`config.mk`:
```
export PLATFORM = sky130hd
export DESIGN_NAME = sbrp_top
export DESIGN_NICKNAME = d
export VERILOG_FILES = /design/src/sbrp_pkg.sv /design/src/sbrp_sync.sv /design/src/sbrp_top.sv
export SDC_FILE = /design/constraint.sdc
export NUM_CORES = 1
export LEC_CHECK = 0
export BUFFER_PORTS_ARGS = -buffer_cell sky130_fd_sc_hd__buf_2
export CELL_PAD_IN_SITES_DETAIL_PLACEMENT = 1
export CELL_PAD_IN_SITES_GLOBAL_PLACEMENT = 2
export CORE_ASPECT_RATIO = 2
export CORE_UTILIZATION = 38
export CTS_CLUSTER_SIZE = 30
export DETAILED_ROUTE_END_ITERATION = 8
export MAX_ROUTING_LAYER = met4
export PLACE_DENSITY_LB_ADDON = 0.1
export SLEW_MARGIN = 20
export SYNTH_ARGS = -nofsm -noshare
export SYNTH_HDL_FRONTEND = slang
export SYNTH_SLANG_ARGS = --single-unit
```
`constraint.sdc`:
```
create_clock -name i_clk -period 3 [get_ports i_clk]
set_input_delay 0.6 -clock i_clk [delete_from_list [all_inputs] [get_ports i_clk]]
set_output_delay 0.6 -clock i_clk [all_outputs]
set_load 0.01 [all_outputs]
```
`src/sbrp_pkg.sv`:
```
package sbrp_pkg;

    // ------------------------------------------------------------
    // register indices on the serial port
    // ------------------------------------------------------------
    localparam logic [7:0] IDX_PLL_MODE_SELECT = 8'h00;
    localparam logic [7:0] IDX_READBACK_COUNT  = 8'h07;

    // ------------------------------------------------------------
    // field positions of pll_mode_select
    // ------------------------------------------------------------
    localparam int POS_READBACK_HI  = 7;
    localparam int POS_READBACK_LO  = 6;
    localparam int POS_OVERRIDE     = 3;
    localparam int POS_MODE_HI      = 2;
    localparam int POS_MODE_LO      = 1;
    localparam int READBACK_CNT_W   = 5;

    // ------------------------------------------------------------
    // values after reset
    // ------------------------------------------------------------
    localparam logic       RST_OVERRIDE       = 1'b0;
    localparam logic [1:0] RST_SW_MODE        = 2'h3;
    localparam logic [1:0] RST_STRAP          = 2'h0;
    localparam logic [4:0] RST_READBACK_COUNT = 5'h08;
    localparam logic [1:0] RSV_BITS_5_4       = 2'h0;
    localparam logic       RSV_BIT_0          = 1'b1;

    // ------------------------------------------------------------
    // counts of cycles and bit positions
    // ------------------------------------------------------------
    localparam logic [1:0] STRAP_SETTLE_CYCLES = 2'h3;
    localparam logic [3:0] BITS_PER_BYTE       = 4'h8;
    localparam logic [3:0] ACK_SLOT_END        = 4'h9;

    // ------------------------------------------------------------
    // types
    // ------------------------------------------------------------
    typedef struct packed {
        logic [1:0] strap;
        logic       sda;
        logic       scl;
    } sbrp_pins_t;

    typedef struct packed {
        logic       override;
        logic [1:0] sw_mode;
    } sbrp_cfg_t;

    typedef enum logic [2:0] {
        ST_IDLE,
        ST_ADDR,
        ST_INDEX,
        ST_COUNT,
        ST_WDATA,
        ST_TX_COUNT,
        ST_TX_DATA
    } sbrp_state_t;

endpackage

```
`src/sbrp_sync.sv`:
```
`timescale 1ns/100ps

// three-stage pin filter: output follows once stages two and three agree
module sbrp_sync #(
    parameter int W = 1
) (
    // clock and reset
    input  wire logic         i_clk,
    input  wire logic         i_rst,
    // pins in, filtered levels out
    input  wire logic [W-1:0] i_async,
    input  wire logic [W-1:0] i_rst_val,
    output logic      [W-1:0] o_level
);
    logic [W-1:0] s1_q;
    logic [W-1:0] s2_q;
    logic [W-1:0] s3_q;
    logic [W-1:0] lvl_q;
    logic [W-1:0] lvl_d;

    // per bit, accept a change only when the two late stages agree
    assign lvl_d = (s2_q & s3_q) | (lvl_q & (s2_q | s3_q));

    // stage one is read by stage two only
    always_ff @(posedge i_clk) begin
        s1_q <= i_async;
        s2_q <= s1_q;
        s3_q <= s2_q;
        if (i_rst) begin
            lvl_q <= i_rst_val;
        end else begin
            lvl_q <= lvl_d;
        end
    end

    assign o_level = lvl_q;

endmodule // sbrp_sync

```
`src/sbrp_top.sv`:
```
`timescale 1ns/100ps

module sbrp_top
    import sbrp_pkg::*;
#(
    parameter logic [6:0] SLAVE_ADDR = 7'h35   // arbitrary value
) (
    // clock and reset
    input  wire logic                   i_clk,
    input  wire logic                   i_rst,
    // serial management pins
    input  wire logic                   i_scl,
    input  wire logic                   i_sda,
    output logic                        o_sda_o,
    output logic                        o_sda_oe,
    // mode strap pin
    input  wire logic [1:0]             i_mode_strap,
    // pll mode towards the clock core
    output sbrp_pkg::sbrp_cfg_t         o_cfg,
    output logic [1:0]                  o_pll_mode,
    output logic                        o_strap_valid
);
    import sbrp_pkg::*;

    // ------------------------------------------------------------
    // pin filtering and edge detection
    // ------------------------------------------------------------
    sbrp_pins_t   pins;
    sbrp_pins_t   pins_prev_q;
    sbrp_pins_t   pins_rst;

    assign pins_rst = '{strap: RST_STRAP, sda: 1'b1, scl: 1'b1};

    sbrp_sync #(
        .W          (4)
    ) u_sync (
        .i_clk      (i_clk),
        .i_rst      (i_rst),
        .i_async    ({i_mode_strap, i_sda, i_scl}),
        .i_rst_val  (pins_rst),
        .o_level    (pins)
    );

    always_ff @(posedge i_clk) begin
        if (i_rst) begin
            pins_prev_q <= pins_rst;
        end else begin
            pins_prev_q <= pins;
        end
    end

    // bus events on the filtered lines
    wire scl_rise = pins.scl & ~pins_prev_q.scl;
    wire scl_fall = ~pins.scl & pins_prev_q.scl;
    wire start_ev = pins.scl & pins_prev_q.scl & ~pins.sda & pins_prev_q.sda;
    wire stop_ev  = pins.scl & pins_prev_q.scl & pins.sda & ~pins_prev_q.sda;

    // ------------------------------------------------------------
    // strap latch after reset release
    // ------------------------------------------------------------
    logic [1:0] settle_q;
    logic       strap_valid_q;
    logic [1:0] strap_q;

    // wait for the filter to fill, then capture the strap once
    always_ff @(posedge i_clk) begin
        if (i_rst) begin
            settle_q      <= 2'h0;
            strap_valid_q <= 1'b0;
            strap_q       <= RST_STRAP;
        end else if (!strap_valid_q) begin
            settle_q <= settle_q + 2'h1;
            if (settle_q == STRAP_SETTLE_CYCLES) begin
                strap_valid_q <= 1'b1;
                strap_q       <= pins.strap;
            end
        end
    end

    // ------------------------------------------------------------
    // registers
    // ------------------------------------------------------------
    sbrp_cfg_t  cfg_q;
    logic [4:0] rb_count_q;
    logic [7:0] idx_q;
    logic [7:0] rd_byte;
    logic [7:0] mode_byte;

    // byte zero image: strap readback, fixed reserved bits, writable fields
    assign mode_byte = {strap_q, RSV_BITS_5_4, cfg_q.override,
                        cfg_q.sw_mode, RSV_BIT_0};

    // read selection by current index; unmapped indices read zero
    assign rd_byte = (idx_q == IDX_PLL_MODE_SELECT) ? mode_byte :
                     (idx_q == IDX_READBACK_COUNT)  ? {3'h0, rb_count_q} :
                     8'h00;

    // mode source selection; readback stays on the strap
    assign o_pll_mode    = cfg_q.override ? cfg_q.sw_mode : strap_q;
    assign o_cfg         = cfg_q;
    assign o_strap_valid = strap_valid_q;

    // ------------------------------------------------------------
    // serial protocol engine
    // ------------------------------------------------------------
    sbrp_state_t st_q;
    logic [3:0]  bit_q;
    logic [7:0]  sh_q;
    logic        oe_q;
    logic [7:0]  wcnt_q;

    wire [7:0] rx_byte  = sh_q;
    wire       addr_hit = (rx_byte[7:1] == SLAVE_ADDR);
    wire [7:0] tx_load  = (st_q == ST_TX_COUNT) ? {3'h0, rb_count_q} : rd_byte;
    wire       tx_st    = (st_q == ST_TX_COUNT) || (st_q == ST_TX_DATA);

    // bit handling: sample on scl rise, change sda on scl fall
    always_ff @(posedge i_clk) begin
        if (i_rst) begin
            st_q       <= ST_IDLE;
            bit_q      <= 4'h0;
            sh_q       <= 8'h00;
            oe_q       <= 1'b0;
            idx_q      <= 8'h00;
            wcnt_q     <= 8'h00;
            cfg_q      <= '{override: RST_OVERRIDE, sw_mode: RST_SW_MODE};
            rb_count_q <= RST_READBACK_COUNT;
        end else if (start_ev) begin
            st_q  <= ST_ADDR;        // start or repeated start
            bit_q <= 4'h0;
            oe_q  <= 1'b0;
        end else if (stop_ev) begin
            st_q  <= ST_IDLE;
            bit_q <= 4'h0;
            oe_q  <= 1'b0;
        end else if (st_q != ST_IDLE) begin
            if (scl_rise && bit_q < BITS_PER_BYTE) begin
                // while transmitting the shifter only moves on the falling edge
                if (!tx_st) begin
                    sh_q <= {sh_q[6:0], pins.sda};
                end
                bit_q <= bit_q + 4'h1;
            end else if (scl_rise && bit_q == BITS_PER_BYTE) begin
                // host answer to a transmitted byte
                if (pins.sda) begin
                    st_q <= ST_IDLE;  // not-acknowledge: wait for stop
                end else begin
                    bit_q <= ACK_SLOT_END;
                end
            end else if (scl_fall && bit_q < BITS_PER_BYTE &&
                         (st_q == ST_TX_COUNT || st_q == ST_TX_DATA) && bit_q != 4'h0) begin
                oe_q <= ~sh_q[7];
                sh_q <= {sh_q[6:0], 1'b0};
            end else if (scl_fall && bit_q == BITS_PER_BYTE) begin
                bit_q <= ACK_SLOT_END;
                oe_q  <= 1'b1;  // acknowledge the received byte
                case (st_q)
                    ST_ADDR: begin
                        if (!addr_hit) begin
                            st_q <= ST_IDLE;
                            oe_q <= 1'b0;
                        end else if (rx_byte[0]) begin
                            st_q <= ST_TX_COUNT;
                        end else begin
                            st_q <= ST_INDEX;
                        end
                    end
                    ST_INDEX: begin
                        idx_q <= rx_byte;
                        st_q  <= ST_COUNT;
                    end
                    ST_COUNT: begin
                        wcnt_q <= rx_byte;
                        st_q   <= ST_WDATA;
                    end
                    ST_WDATA: begin
                        // write the byte at the current index
                        if (idx_q == IDX_PLL_MODE_SELECT) begin
                            cfg_q.override <= rx_byte[POS_OVERRIDE];
                            cfg_q.sw_mode  <= rx_byte[POS_MODE_HI:POS_MODE_LO];
                        end else if (idx_q == IDX_READBACK_COUNT) begin
                            rb_count_q <= rx_byte[READBACK_CNT_W-1:0];
                        end
                        idx_q  <= idx_q + 8'h01;
                        wcnt_q <= wcnt_q - 8'h01;
                    end
                    default: begin
                        // transmit: release and wait for the host answer at bit eight
                        bit_q <= BITS_PER_BYTE;
                        oe_q  <= 1'b0;
                    end
                endcase
            end else if (scl_fall && bit_q == ACK_SLOT_END) begin
                bit_q <= 4'h0;
                if (st_q == ST_TX_COUNT || st_q == ST_TX_DATA) begin
                    // count goes first, then data from the index
                    oe_q <= ~tx_load[7];
                    sh_q <= {tx_load[6:0], 1'b0};
                    if (st_q == ST_TX_COUNT) begin
                        st_q <= ST_TX_DATA;
                    end else begin
                        idx_q <= idx_q + 8'h01;
                    end
                end else begin
                    oe_q <= 1'b0;
                end
            end
        end
    end

    // open-drain: only ever pull low
    assign o_sda_o  = 1'b0;
    assign o_sda_oe = oe_q;

endmodule // sbrp_top

```
* Word level (Yosys, flattened, before mapping) *
Index checks and enable logic that the tools add are counted.

operators by class
  $add $sub $neg = 3
  equal/unequal tests = 25
  muxes and demuxes = 45
  magnitude comparators = 1
  reduce and logical (&&, ||, !) cells = 36
  bitwise gates (word level) = 24

operator list
  operator             number
  $mux 8               13
  $mux 3               9
  $mux 4               6
  $reduce_and 8->1     3
  $reduce_bool 3->1    8
  $reduce_and 10->1    2
  $pmux 8 s2           1
  $reduce_bool 5->1    3
  $not 1->1            13
  $mux 1               12
  $ne 3x3->1 const B   4
  $eq 3x3->1 const B   3
  $pmux 3 s3           1
  $reduce_and 9->1     1
  $add 8x1->8 const B  1
  $and 4x4->4          2
  $eq 4x4->1 const B   2
  $eq 8x3->1 const B   1
  $logic_not 8->1      1
  $or 4x4->4           2
  $reduce_and 4->1     2
  $reduce_bool 4->1    2
  $and 1x1->1          7
  $eq 7x6->1 const B   1
  22 further kinds     34

storage, ports and cells
  register bits = 55
  logic and storage cells = 152

* Logic depth before layout (Yosys ltp) *
  depth in word-level cells = 11
  depth in mapped cells = 9

* Hierarchy *
Synthesis repeated with hierarchy kept, for this count alone.

unflattened totals
  cells, all modules = 326
  area total of the unflattened synthesis = 2842.7 um2

by module, submodules not included
  module     area an instance (um2)  seq. area each (um2)  instances  cells each
  sbrp_top   2438.6                  780.7                 1          293
  sbrp_sync  404.1                   320.3                 1          33

* Worst setup path before layout *
No wires, ideal clock.

  kind = register -> register
  from = reg bit_q[0]
  to = reg sh_q[1], in the netlist rx_byte[1]
  cell stages (with the launch flop) = 10
  setup slack = 0.863 ns
  arrival = 1.996 ns
  required time = 2.859 ns
  period minus slack after synthesis = 2.137 ns
  path buffers = 2
  library setup time = 0.141 ns
  path through = dfxtp_1 > inv_1 > ha_1 > and3b_1 > buf_2 > and2_1 > buf_2 > a2111o_1 > nor2_1 > a311oi_1

on the way
  longest elaborated chain between the ends = 7

RTL lines
  element                                             RTL line         source
  from (decl)                                         sbrp_top.sv:107  logic [3:0] bit_q;
  from (signal assigned)                              sbrp_top.sv:142  bit_q <= bit_q + 4'h1;
  branches (longest 7 deep; another with $lt 4x4->1)  n/a
  to (signal assigned)                                sbrp_top.sv:140  sh_q <= {sh_q[6:0], pins.sda};
  to (signal assigned)                                sbrp_top.sv:153  sh_q <= {sh_q[6:0], 1'b0};
  to (signal assigned)                                sbrp_top.sv:198  sh_q <= {tx_load[6:0], 1'b0};
  to (decl)                                           sbrp_top.sv:108  logic [7:0] sh_q;

Parallel ways; which one is timed is not known. The select of a mux whose other input is x is not followed.
A chain may end at the register's enable or synchronous reset.

* Worst setup path in the final report *
  from = reg bit_q[0]
  to = reg rb_count_q[3]

on the way
  longest elaborated chain between the ends = 6

RTL lines
  element                               RTL line                          source
  $lt 4x4->1                            sbrp_top.sv:137, sbrp_top.sv:150
  $logic_and 1x1->1 (2 in a row)        sbrp_top.sv:150                   end else if (scl_fall && bit_q < BITS_PER_BYTE &&
  $logic_and 1x1->1                     sbrp_top.sv:151                   (st_q == ST_TX_COUNT || st_q == ST_TX_DATA) && bit_q != 4'h0) begin
  $not 1->1 (no source line)            n/a
  $reduce_and 10->1 (no source line) *  n/a
  to (signal assigned)                  sbrp_top.sv:182                   rb_count_q <= rx_byte[READBACK_CNT_W-1:0];
  to (decl)                             sbrp_top.sv:84                    logic [4:0] rb_count_q;

Mark *: on every way between the ends. The rest lies on a longest branch, timed or not.

==> flow_summary.ini <==
[power]
p_per_area_mw_per_mm2 = 458.0
ir_drop_mv = 0.4217
p_leak_nw = 1.142

[clock_network]
cts.repair.resized = 0
cts-root-buf = clkbuf_16
clk_latency_ns = 0.30
cts_setup_buffers = 0
htreeDepth = 2
cts_tree = yes
cts_made_buffers = 5
ctsHoldBuffers = 0
clk_path_buf_depth = 2
cts_sinks = 55
path_clk_slew_ns = 0.07

[route]
wl_per_cell_microns = 19.67
dr.pass1.iters = 4
via_per_inst = 5.853
drc = 0
num_vias = 2540
postRouteAntennaNets = 0
routed_wl_microns = 8536
drtIter0Drc = 100

[sta]
tns_ns = 0
clock.fmax_mhz = 402.7
rsz0062_at_grt = false
maxSlewViolCount = 0
finalSetupViolations = 0
fin_ws_ns = 0.5167
post-route-period-util = 0.8278
hold_viol = 0
skew_ns = 0.007467
worst_pin_slew_ns = 0.6046
relSlewSlack = 0.5865
holdWs_ns = 0.3323
fin_crit_ns = 2.483

[finish]
final_area_sq_mm = 0.003237
final_cell_mix = dfxtp_1, nor2_1, nand2_1, a21oi_1, o21ai_0
layout.nets = 353
multi_input_area_sq_mm = 0.001708
seq_area_sq_mm = 0.001101
final_core_util = 0.4421
drive_gt1_frac = 0.1433
final_common_cell = dfxtp_1
syn_to_final_growth_pct = 11.08
diodes = 0
nFillCells = 877

[floorplanning]
die_area_sq_mm = 0.008044
coreArea_sq_mm = 0.007322
start_util = 0.3980
std_cell_rows = 44
dieHeight_microns = 125.8
num_io_pins = 14
die_width_microns = 63.92

[critical_path]
critical_path.startpoint_type = flop
worst-path-buf-inv = 1
cpMaxStageDelayCell = nor4_4
worst-setup-path-type = reg -> reg
worstPathCellList = inv_1 > ha_1 > and3b_1 > nand4_1 > nor4_4 > nor2b_1 > a211o_1
required_ns = 3.19
cp-end-kind = flop
critPathArrivalTime_ns = 2.67
critPathTopFamily = simple AND/OR/NAND/NOR gates
slowest_delay_ns = 0.56
cp_max_fo = 10

[global_route]
grt_pass1_wl_microns = 14030
globalRouteOverflowTotal = 0
grt_start_max_net_pins = 25
grt_pass1_vias = 2697
grt_usage = 0.2381
antenna_found_initial = 0

[placement]
dp_hpwl_microns = 6656
numPortBuffers = 12
gp_congestion = 0.9347
dpl_worst_slack_ns = 0.5623
placed_area_sq_mm = 0.003085

[yosys]
synth_nets = 342
async_flop_share = 0
synthCells = 330
ys.flop_type = dfxtp_1
syn_area_sq_mm = 0.002914
synth_seq_area_share = 0.3778
yosysUniqueCellTypes = 66
synth-edff-count = 0
avgSynthCellArea_sq_um = 8.830
synth_seq_cells = 55
synth_warnings = 0

[status]
status = completed

[min_path]
hold_class = reg -> reg

[job]
maxCapViolations = 0
-- sequential cells by signal, indices dropped and copies added (netlist names), 3 cells and up --
name / cells
rb_count_q: 5
u_sync.s2_q: 4
u_sync.s3_q: 4
u_sync.s1_q: 4
idx_q: 8
st_q: 3
o_cfg: 3
rx_byte: 8
u_sync.o_level: 4
bit_q: 4
-- worst reg2reg max path: cells and delay by family (launching register included) --
| family | cells | cell delay [ns] |
|---|---|---|
| flops | 1 | 0.34 |
| fa+ha+maj | 1 | 0.30 |
| buf+inv | 1 | 0.10 |
| compound gates | 1 | 0.27 |
| simple gates | 4 | 1.34 |
-- where the power goes --
group	internal, mW	switching [mW]
Clock	0.335	0.263
Sequential	0.753	0.0241
Combinational	0.0425	0.0655
-- routing by layer --
layer | GRT usage | share of wire | vias to the layer above
met5 | - | 0 | -
met4 | 0.1364 | 0.044 | 0
met3 | 0.02717 | 0.015 | 25
met2 | 0.4493 | 0.58 | 34
met1 | 0.2222 | 0.36 | 1243
li1 | - | - | 1238
-- per-stage QoR --
stage	power (mW)	cells
final	1.482	434
after global placement	0.8995	426
after CTS	1.508	434
after detailed placement	0.9035	426
after global routing	1.552	434
after floorplan	0.8675	330
-- kinds of logic after synthesis --
logic type | share of synthesized area
compound gates | 0.2383
xor+xnor | 0.01460
fa+ha+maj | 0.02576
buf+inv | 0.03607
flops | 0.3778
mux | 0.05624
other cells | 0.001287
simple gates | 0.2499
-- cells in the mapped netlist (5+ instances only) --
cell,n,area [sq um]
nand3_1,6,30.03
nand3b_1,5,37.54
dfxtp_1,55,1101
nand4_1,8,50.05
o21ai_0,14,70.07
a211oi_1,9,67.56
ha_1,6,75.07
a211o_1,5,43.79
a21oi_1,26,130.1
nand2b_1,5,31.28
nor2b_1,9,56.30
inv_1,7,26.28
nand2_1,26,97.59
clkbuf_1,11,41.29
nor2_1,30,112.6
mux2i_1,13,130.1
buf_2,6,30.03
-- layout make-up --
type	instances	share of cell area
clock buffers	7	0.04407
inverters	7	0.008118
multi-input cells	250	0.5276
flip-flops and latches	55	0.3402
well taps	92	0.03556
clock inverters	1	0.002706
repair buffers	22	0.04175
-- path summary, 6_finish.rpt --
check                      start              to  slack (ns)  depth (start not counted)
setup / recovery        bit_q[0]   rb_count_q[3]        0.52                          7
hold / removal    u_sync.s1_q[0]  u_sync.s2_q[0]        0.33                          0
setup reg to reg        bit_q[0]   rb_count_q[3]        0.52                          7
hold reg to reg   u_sync.s1_q[0]  u_sync.s2_q[0]        0.33                          0
No activity file was read; power rests on OpenSTA's default activity.
